<file path="config.mk">
export PLATFORM = sky130hd
export DESIGN_NAME = sbf_core
export DESIGN_NICKNAME = d
export VERILOG_FILES = /design/src/core/sbf_pkg.sv /design/src/core/sbf_core.sv
export VERILOG_INCLUDE_DIRS = /design/src /design/src/core
export SDC_FILE = /design/constraint.sdc
export NUM_CORES = 1
export LEC_CHECK = 0
export BUFFER_PORTS_ARGS = -buffer_cell sky130_fd_sc_hd__buf_2
export CAP_MARGIN = 10
export CELL_PAD_IN_SITES_DETAIL_PLACEMENT = 0
export CELL_PAD_IN_SITES_GLOBAL_PLACEMENT = 1
export CORE_ASPECT_RATIO = 0.75
export CORE_UTILIZATION = 29
export DETAILED_ROUTE_END_ITERATION = 8
export GPL_TIMING_DRIVEN = 0
export PLACE_DENSITY = 0.67
export SYNTH_ARGS = -nofsm -noshare
export SYNTH_HDL_FRONTEND = slang
export SYNTH_SLANG_ARGS = --single-unit
</file>
<file path="constraint.sdc">
create_clock -name aclk -period 3.8 [get_ports aclk]
set_input_delay 0.19 -clock aclk [delete_from_list [all_inputs] [get_ports aclk]]
set_output_delay 0.19 -clock aclk [all_outputs]
set_load 0.01 [all_outputs]
</file>
<file path="src/core/sbf_regs.svh">
// Register offsets, field positions, reset values and timing counts for the serial buffer status block.
// Assumes inclusion by bare name from the package and the core module.
`ifndef SBF_REGS_SVH
`define SBF_REGS_SVH

// ==========================================================================
// Register byte offsets
// ==========================================================================
`define SBF_OFF_STATUS    8'h00
`define SBF_OFF_BUF       8'h04
`define SBF_OFF_CTRL      8'h08
`define SBF_OFF_IRQ_STAT  8'h0C
`define SBF_OFF_IRQ_MASK  8'h10

// ==========================================================================
// Status fields
// ==========================================================================
`define SBF_BIT_RX_FULL   0
`define SBF_BIT_TX_FULL   1
`define SBF_BIT_TX_EMPTY  3

// ==========================================================================
// Control fields and reset values
// ==========================================================================
`define SBF_BIT_ENH       0
`define SBF_BIT_EN        1
`define SBF_CTRL_RST      2'h0
`define SBF_IRQ_W         3
`define SBF_IRQ_RST       3'h0

// ==========================================================================
// Link and buffer sizes and bus response codes
// ==========================================================================
`define SBF_WORD_W        8
`define SBF_PTR_W         2
`define SBF_BIT_CNT_LAST  3'h7
`define SBF_AXI_OKAY      2'h0
`define SBF_AXI_SLVERR    2'h2

`endif

</file>
<file path="src/core/sbf_pkg.sv">
// Types shared by the serial buffer status block.
// Assumes sbf_regs.svh is on the include path.
`include "sbf_regs.svh"

package sbf_pkg;
  typedef logic [`SBF_WORD_W-1:0] sbf_word_t;
  typedef logic [`SBF_PTR_W-1:0]  sbf_ptr_t;
  typedef enum logic [0:0] {
    SBF_W_IDLE = 1'b0,
    SBF_W_RESP = 1'b1
  } sbf_wstate_t;
endpackage

</file>
<file path="src/core/sbf_core.sv">
// Serial port buffer status logic: transmit and receive buffers, status flags, AXI4-Lite slave.
// Assumes the serial clock, select and data pins arrive asynchronously and are synchronised here.
//
// Notes on behaviour
// RQ1: The transmit-empty flag at status bit 3 sets when a word moves from the transmit buffer to the shifter.
// RQ2: Writing the shared buffer location loads the transmit buffer and clears the transmit-empty flag.
// RQ3: In standard mode a write of the shared buffer location sets the transmit-full flag at status bit 1.
// RQ4: In standard mode the transmit-full flag clears when the transmit buffer moves into the shifter.
// RQ5: In enhanced mode transmit-full is high exactly when core write pointer plus one equals shift read pointer.
// RQ6: In standard mode the receive-full flag at status bit 0 sets when a received word enters the receive buffer.
// RQ7: In standard mode reading the shared buffer location clears the receive-full flag.
// RQ8: In enhanced mode receive-full is high exactly when shift write pointer plus one equals core read pointer.
// RQ9: Status bit 2 always reads zero.
// RQ10: Enhanced mode keeps separate core and shift pointers, each advanced by its own access or transfer.
//
// Added by the designer: the AXI4-Lite slave port and the placing of the registers.
`timescale 1ns/1ns
`include "sbf_regs.svh"

module sbf_core
  import sbf_pkg::*;
(
  input  wire logic        aclk,          // System clock, 50 MHz.
  input  wire logic        aresetn,       // Synchronous reset, active low.
  input  wire logic [7:0]  s_awaddr,      // Write address.
  input  wire logic        s_awvalid,     // Write address valid.
  output logic             s_awready,     // Write address ready.
  input  wire logic [31:0] s_wdata,       // Write data.
  input  wire logic [3:0]  s_wstrb,       // Write strobes.
  input  wire logic        s_wvalid,      // Write data valid.
  output logic             s_wready,      // Write data ready.
  output logic [1:0]       s_bresp,       // Write response.
  output logic             s_bvalid,      // Write response valid.
  input  wire logic        s_bready,      // Write response ready.
  input  wire logic [7:0]  s_araddr,      // Read address.
  input  wire logic        s_arvalid,     // Read address valid.
  output logic             s_arready,     // Read address ready.
  output logic [31:0]      s_rdata,       // Read data.
  output logic [1:0]       s_rresp,       // Read response.
  output logic             s_rvalid,      // Read data valid.
  input  wire logic        s_rready,      // Read data ready.
  input  wire logic        link_sck,      // Serial clock from the partner.
  input  wire logic        link_sel_n,    // Frame select from the partner, active low.
  input  wire logic        link_mosi,     // Serial data in.
  output logic             link_miso,     // Serial data out.
  output logic             irq            // Interrupt, active high level.
);

  // ==========================================================================
  // Pin synchronisers
  // ==========================================================================
  logic [1:0] sck_sync;
  logic [1:0] sel_sync;
  logic [1:0] mosi_sync;
  logic       sck_prev;

  always_ff @(posedge aclk) begin
    if (!aresetn) begin
      sck_sync  <= 2'h0;
      sel_sync  <= 2'h3;
      mosi_sync <= 2'h0;
      sck_prev  <= 1'b0;
    end else begin
      sck_sync  <= {sck_sync[0], link_sck};
      sel_sync  <= {sel_sync[0], link_sel_n};
      mosi_sync <= {mosi_sync[0], link_mosi};
      sck_prev  <= sck_sync[1];
    end
  end

  logic active;
  logic sck_rise;
  logic sck_fall;
  assign active   = !sel_sync[1];
  assign sck_rise = active && sck_sync[1] && !sck_prev;
  assign sck_fall = active && !sck_sync[1] && sck_prev;

  // ==========================================================================
  // Control register and bus decode
  // ==========================================================================
  logic [1:0]            ctrl;
  logic [`SBF_IRQ_W-1:0] irq_stat;
  logic [`SBF_IRQ_W-1:0] irq_mask;
  logic                  enh;
  assign enh = ctrl[`SBF_BIT_ENH];

  sbf_wstate_t wstate;
  logic        wr_go;
  logic        rd_go;
  logic        buf_wr;
  logic        buf_rd;
  assign s_awready = (wstate == SBF_W_IDLE) && s_awvalid && s_wvalid;
  assign s_wready  = s_awready;
  assign wr_go     = s_awready;
  assign s_arready = !s_rvalid;
  assign rd_go     = s_arvalid && s_arready;
  assign buf_wr    = wr_go && (s_awaddr == `SBF_OFF_BUF) && s_wstrb[0];
  assign buf_rd    = rd_go && (s_araddr == `SBF_OFF_BUF);

  // ==========================================================================
  // Buffers and pointers
  // ==========================================================================
  sbf_word_t tx_mem [0:(1<<`SBF_PTR_W)-1];
  sbf_word_t rx_mem [0:(1<<`SBF_PTR_W)-1];
  sbf_ptr_t  core_write_pointer;
  sbf_ptr_t  shift_read_pointer;
  sbf_ptr_t  shift_write_pointer;
  sbf_ptr_t  core_read_pointer;
  sbf_ptr_t  cwp_inc;
  sbf_ptr_t  swp_inc;
  sbf_ptr_t  tx_idx;
  sbf_ptr_t  rx_idx;
  assign cwp_inc = core_write_pointer + sbf_ptr_t'(1);
  assign swp_inc = shift_write_pointer + sbf_ptr_t'(1);
  assign tx_idx  = enh ? core_write_pointer : sbf_ptr_t'(0);
  assign rx_idx  = enh ? core_read_pointer : sbf_ptr_t'(0);

  logic tx_std_full;
  logic rx_std_full;
  logic tx_full_flag;
  logic rx_full_flag;
  logic tx_empty_flag;
  logic tx_has_data;
  logic rx_has_data;
  assign tx_full_flag = enh ? (cwp_inc == shift_read_pointer) : tx_std_full; // RQ3 RQ5
  assign rx_full_flag = enh ? (swp_inc == core_read_pointer) : rx_std_full;  // RQ6 RQ8
  assign tx_has_data  = enh ? (core_write_pointer != shift_read_pointer) : tx_std_full;
  assign rx_has_data  = enh ? (shift_write_pointer != core_read_pointer) : rx_std_full;

  // ==========================================================================
  // Shift engine
  // ==========================================================================
  sbf_word_t shift_register;
  logic [2:0] bit_cnt;
  logic       frame_start;
  logic       tx_load;
  logic       rx_done;
  logic       sel_prev;
  logic       shift_armed;
  logic       frame_end;
  assign frame_start = active && sel_prev;
  assign frame_end   = !active && !sel_prev;
  assign rx_done     = sck_rise && (bit_cnt == `SBF_BIT_CNT_LAST) && ctrl[`SBF_BIT_EN];
  // A word loaded on the last edge of one frame still waits in the shifter, so the next frame start keeps it.
  assign tx_load     = ctrl[`SBF_BIT_EN] && tx_has_data && ((frame_start && !shift_armed) || rx_done);

  always_ff @(posedge aclk) begin
    if (!aresetn) begin
      sel_prev       <= 1'b1;
      bit_cnt        <= 3'h0;
      shift_register <= sbf_word_t'(0);
      link_miso      <= 1'b0;
      shift_armed    <= 1'b0;
    end else begin
      sel_prev <= sel_sync[1];
      if (tx_load) begin
        shift_armed <= 1'b1;
      end else if (rx_done || (frame_end && (bit_cnt != 3'h0))) begin
        shift_armed <= 1'b0;
      end
      if (!active) begin
        bit_cnt <= 3'h0;
      end else if (sck_rise) begin
        bit_cnt        <= bit_cnt + 3'h1;
        shift_register <= {shift_register[`SBF_WORD_W-2:0], mosi_sync[1]};
      end
      if (tx_load) begin
        shift_register <= tx_mem[enh ? shift_read_pointer : sbf_ptr_t'(0)];
        link_miso      <= tx_mem[enh ? shift_read_pointer : sbf_ptr_t'(0)][`SBF_WORD_W-1];
      end else if (sck_fall) begin
        link_miso <= shift_register[`SBF_WORD_W-1];
      end
    end
  end

  sbf_word_t rx_word;
  assign rx_word = {shift_register[`SBF_WORD_W-2:0], mosi_sync[1]};

  always_ff @(posedge aclk) begin
    if (buf_wr) begin
      tx_mem[tx_idx] <= s_wdata[`SBF_WORD_W-1:0]; // RQ2
    end
    if (rx_done && !rx_full_flag) begin
      rx_mem[enh ? shift_write_pointer : sbf_ptr_t'(0)] <= rx_word;
    end
  end

  // ==========================================================================
  // Status flags and pointers
  // ==========================================================================
  always_ff @(posedge aclk) begin
    if (!aresetn) begin
      tx_empty_flag <= 1'b1;
    end else if (tx_load) begin
      tx_empty_flag <= 1'b1; // RQ1
    end else if (buf_wr) begin
      tx_empty_flag <= 1'b0; // RQ2
    end
  end

  always_ff @(posedge aclk) begin
    if (!aresetn || enh) begin
      tx_std_full <= 1'b0;
      rx_std_full <= 1'b0;
    end else begin
      if (buf_wr) begin
        tx_std_full <= 1'b1; // RQ3
      end else if (tx_load) begin
        tx_std_full <= 1'b0; // RQ4
      end
      if (rx_done) begin
        rx_std_full <= 1'b1; // RQ6
      end else if (buf_rd) begin
        rx_std_full <= 1'b0; // RQ7
      end
    end
  end

  always_ff @(posedge aclk) begin
    if (!aresetn || !enh) begin
      core_write_pointer  <= sbf_ptr_t'(0);
      shift_read_pointer  <= sbf_ptr_t'(0);
      shift_write_pointer <= sbf_ptr_t'(0);
      core_read_pointer   <= sbf_ptr_t'(0);
    end else begin
      if (buf_wr && !tx_full_flag) begin
        core_write_pointer <= cwp_inc; // RQ10
      end
      if (tx_load) begin
        shift_read_pointer <= shift_read_pointer + sbf_ptr_t'(1); // RQ10
      end
      if (rx_done && !rx_full_flag) begin
        shift_write_pointer <= swp_inc; // RQ10
      end
      if (buf_rd && rx_has_data) begin
        core_read_pointer <= core_read_pointer + sbf_ptr_t'(1); // RQ10
      end
    end
  end

  // ==========================================================================
  // Registers, interrupts and responses
  // ==========================================================================
  logic [`SBF_IRQ_W-1:0] irq_evt;
  logic [`SBF_IRQ_W-1:0] irq_clr;
  assign irq_evt = {tx_load, rx_done && rx_full_flag, rx_done};
  assign irq_clr = (wr_go && s_awaddr == `SBF_OFF_IRQ_STAT) ? s_wdata[`SBF_IRQ_W-1:0] : `SBF_IRQ_RST;
  assign irq     = |(irq_stat & irq_mask);

  always_ff @(posedge aclk) begin
    if (!aresetn) begin
      ctrl     <= `SBF_CTRL_RST;
      irq_mask <= `SBF_IRQ_RST;
      irq_stat <= `SBF_IRQ_RST;
    end else begin
      irq_stat <= (irq_stat & ~irq_clr) | irq_evt;
      if (wr_go && s_awaddr == `SBF_OFF_CTRL && s_wstrb[0]) begin
        ctrl <= s_wdata[1:0];
      end
      if (wr_go && s_awaddr == `SBF_OFF_IRQ_MASK && s_wstrb[0]) begin
        irq_mask <= s_wdata[`SBF_IRQ_W-1:0];
      end
    end
  end

  logic wr_ok;
  assign wr_ok = (s_awaddr == `SBF_OFF_BUF) || (s_awaddr == `SBF_OFF_CTRL) ||
                 (s_awaddr == `SBF_OFF_IRQ_STAT) || (s_awaddr == `SBF_OFF_IRQ_MASK);

  always_ff @(posedge aclk) begin
    if (!aresetn) begin
      wstate   <= SBF_W_IDLE;
      s_bvalid <= 1'b0;
      s_bresp  <= `SBF_AXI_OKAY;
    end else begin
      case (wstate)
        SBF_W_IDLE: begin
          if (wr_go) begin
            wstate   <= SBF_W_RESP;
            s_bvalid <= 1'b1;
            s_bresp  <= wr_ok ? `SBF_AXI_OKAY : `SBF_AXI_SLVERR;
          end
        end
        SBF_W_RESP: begin
          if (s_bready) begin
            wstate   <= SBF_W_IDLE;
            s_bvalid <= 1'b0;
          end
        end
        default: wstate <= SBF_W_IDLE;
      endcase
    end
  end

  logic [31:0] rd_val;
  logic        rd_ok;
  always_comb begin
    rd_val = 32'h0000_0000;
    rd_ok  = 1'b1;
    case (s_araddr)
      `SBF_OFF_STATUS: begin
        rd_val[`SBF_BIT_TX_EMPTY] = tx_empty_flag;
        rd_val[`SBF_BIT_TX_FULL]  = tx_full_flag;
        rd_val[`SBF_BIT_RX_FULL]  = rx_full_flag; // RQ9
      end
      `SBF_OFF_BUF:      rd_val[`SBF_WORD_W-1:0] = rx_mem[rx_idx];
      `SBF_OFF_CTRL:     rd_val[1:0] = ctrl;
      `SBF_OFF_IRQ_STAT: rd_val[`SBF_IRQ_W-1:0] = irq_stat;
      `SBF_OFF_IRQ_MASK: rd_val[`SBF_IRQ_W-1:0] = irq_mask;
      default:           rd_ok = 1'b0;
    endcase
  end

  always_ff @(posedge aclk) begin
    if (!aresetn) begin
      s_rvalid <= 1'b0;
      s_rdata  <= 32'h0000_0000;
      s_rresp  <= `SBF_AXI_OKAY;
    end else if (rd_go) begin
      s_rvalid <= 1'b1;
      s_rdata  <= rd_val;
      s_rresp  <= rd_ok ? `SBF_AXI_OKAY : `SBF_AXI_SLVERR;
    end else if (s_rready) begin
      s_rvalid <= 1'b0;
    end
  end
endmodule

</file>
==> qor.yml <==
status: "finished, final reports clean"
nets: 622
n_antenna_cell: 0
dieArea_mm2: 0.01866
vias: 3935
postSynth.asyncResetShare: 0
antenna_found_initial: 0
p_switching_mw: 0.6671
cp.arrival_ns: 3.19
syn2layout_area_growth_pct: 25.43
wl_per_cell_um: 16.32
clockPowerShare: 0.516
p_leak_nw: 2.404
fin_skew_ns: 0.009467
place_area_mm2: 0.005928
maxSlewViolCount: 0
fin_util: 0.3721
ys_warn_count: 0
htreeDepth: 4
dp.cells: 772
end_kind: "register"
syn_area_mm2: 0.005254
p_seq_frac: 0.444
cts_setup_buffers: 0
grt_pass1_wl_mm: 20.18
die_x_um: 157.4
pin_count: 105
fin_area_mm2: 0.006590
rows: 42
cts-root-buf: "clkbuf_16"
fillCellCount: 1730
hold_slack_ns: 0.02711
swShare: 0.2207
port_buffers: 50
intPower_mw: 2.356
dpl_worst_slack_ns: 0.6567
cts.sinks: 117
setup_viol: 0
grt_pass1_vias: 3630
postCtsResizedCells: 0
crit_fanout: 10
synth_edf_count: 64
first_pass_iters: 5
timing.final.ws_setup_ns: 0.6523
numCtsBuffers: 17
routed_wl_mm: 13.25
power_frac_comb: 0.040
yosysUniqueCellTypes: 59
critical_path_class: "reg -> reg"
grt_usage: 0.1474
synth.avg_cell_area_um2: 11.60
fp.dieH_um: 118.6
timing.final.crit_period_ns: 3.148
grt_start_max_net_pins: 17
synth_seq_area_share: 0.5678
cts_tree: "done"
holdCritPathClass: "in -> reg"
clkTransAtPathRegs_ns: 0.06
synth_ff_type: "edfxtp_1"
finalCritPeriodShare: 0.8283
drt_iter0_drc: 332
dp_hpwl_mm: 9.636
clk_latency_ns: 0.42
synth_seq_cells: 117
drive_gt1_frac: 0.2351
power-per-cell-area_mw_per_mm2: 458.8
rsz0062_at_grt: "no"
final_cell_mix: "edfxtp_1, dfxtp_1, buf_2, buf_4, conb_1"
core_area_mm2: 0.01771
irDropWorstVdd_v: 0.0002759
worst_pin_slew_ns: 1.150
critPathLaunchType: "register"
layout.cells.most_common: "edfxtp_1"
crit_required_ns: 3.84
drcViolationCount: 0
finalSetupTns_ns: 0
start_util: 0.2967
slew_headroom: 0.2287
fin_cells: 812
finalPower_mw: 3.023
routed_via_density: 4.846
clock_path_buffers: 2
maxCapViolations: 0
grt_overflow: 0
hold_viol_final: 0
ant_nets: 0
gp_congestion: 0.8412
syn_inst: 453
fmax_ghz: 0.3177
## cells by family (layout without fill, tap and decap cells)
| group | after synthesis | count (layout) | synth area share |
|---|---|---|---|
| compound gates | 107 | 107 | 0.1448 |
| other cells | 1 | 26 | 0.0007138 |
| simple gates | 128 | 128 | 0.1448 |
| fa+ha+maj | 3 | 3 | 0.007145 |
| xor+xnor | 6 | 6 | 0.01000 |
| buf+inv | 60 | 152 | 0.06287 |
| flops | 117 | 117 | 0.5678 |
| mux | 31 | 31 | 0.06192 |
## worst max-delay path: stages, from the launching register on
cell	delay, ns
dfxtp_1	0.52
clkbuf_1	0.45
clkbuf_1	0.55
clkbuf_1	0.44
o2111ai_1	0.18
nor2_1	0.63
## power by group through the flow
stage	sequential, mW	clock (mW)	combinational [mW]
floorplan	1.37	0	0.0656
global placement	1.37	0	0.113
detailed placement	1.37	0	0.115
CTS	1.34	1.58	0.121
global route	1.34	1.64	0.133
finish	1.34	1.56	0.121
## what timing repair did
action	CTS	global route
endpoints found under the hold margin	16	4
endpoints found under the setup margin	0	0
hold buffers	7	1
## layer usage
metal	share of wire	global-route usage
met1	0.49	0.2188
met2	0.42	0.2041
met3	0.075	0.03814
met4	0.013	0.04976
met5	0	0
## final timing paths
path / from / endpoint / slack (ns) / depth (start not counted)
worst max-delay path: ctrl[0] / rx_mem[3][4] / 0.65 / 5
worst min-delay path: s_wdata[7] / tx_mem[1][7] / 0.03 / 1
worst max register to register: ctrl[0] / rx_mem[3][4] / 0.65 / 5
worst min register to register: sel_sync[0] / sel_sync[1] / 0.41 / 1
## final cells by class
type	instances	area, um^2	share of cell area
plain buffers	47	281.5	0.04272
clock buffers	17	425.4	0.06455
clock inverters	15	156.4	0.02373
inverters	13	48.80	0.007405
multi-input cells	301	2047	0.3106
flip-flops and latches	117	2983	0.4526
well taps	242	302.8	0.04595
repair buffers	60	345.3	0.05240
## cell usage after synthesis, drive strengths merged (2+ instances only)
master,count,share of area
or4bb,3,0.0064
a21oi,18,0.017
dfxtp,53,0.20
a221oi,7,0.012
and4,3,0.0050
mux2,12,0.026
o21ai,16,0.015
inv,13,0.0093
nor3b,3,0.0043
o21a,2,0.0029
nor4,3,0.0036
a2bb2oi,5,0.0083
nor3,2,0.0019
a22oi,8,0.011
nor2,23,0.016
xnor2,6,0.010
or4,8,0.014
nor2b,13,0.015
ha,3,0.0071
nor4bb,2,0.0038
buf,30,0.041
nand3b,6,0.0086
nand2,15,0.011
nand3,12,0.011
o31ai,3,0.0043
or3,3,0.0036
a22o,8,0.013
nand2b,12,0.014
a211oi,10,0.014
and2,7,0.0083
edfxtp,64,0.37
o22ai,6,0.0071
a211o,3,0.0050
a31oi,3,0.0036
or2,5,0.0060
a311oi,2,0.0033
nor4b,3,0.0050
clkbuf,17,0.012
and3,3,0.0036
mux2i,19,0.036
o32ai,4,0.0067
## state kept, by name, indices dropped and copies added, names as in the netlist, 2 cells and up
name and flops:
rx_mem 32, tx_mem 32, s_rdata 8, shift_register 8, bit_cnt 3, irq_mask 3, irq_stat 3, core_read_pointer 2
core_write_pointer 2, ctrl 2, mosi_sync 2, sck_sync 2, sel_sync 2, shift_read_pointer 2, shift_write_pointer 2
Note: power is estimated with default switching activity, not from simulation.
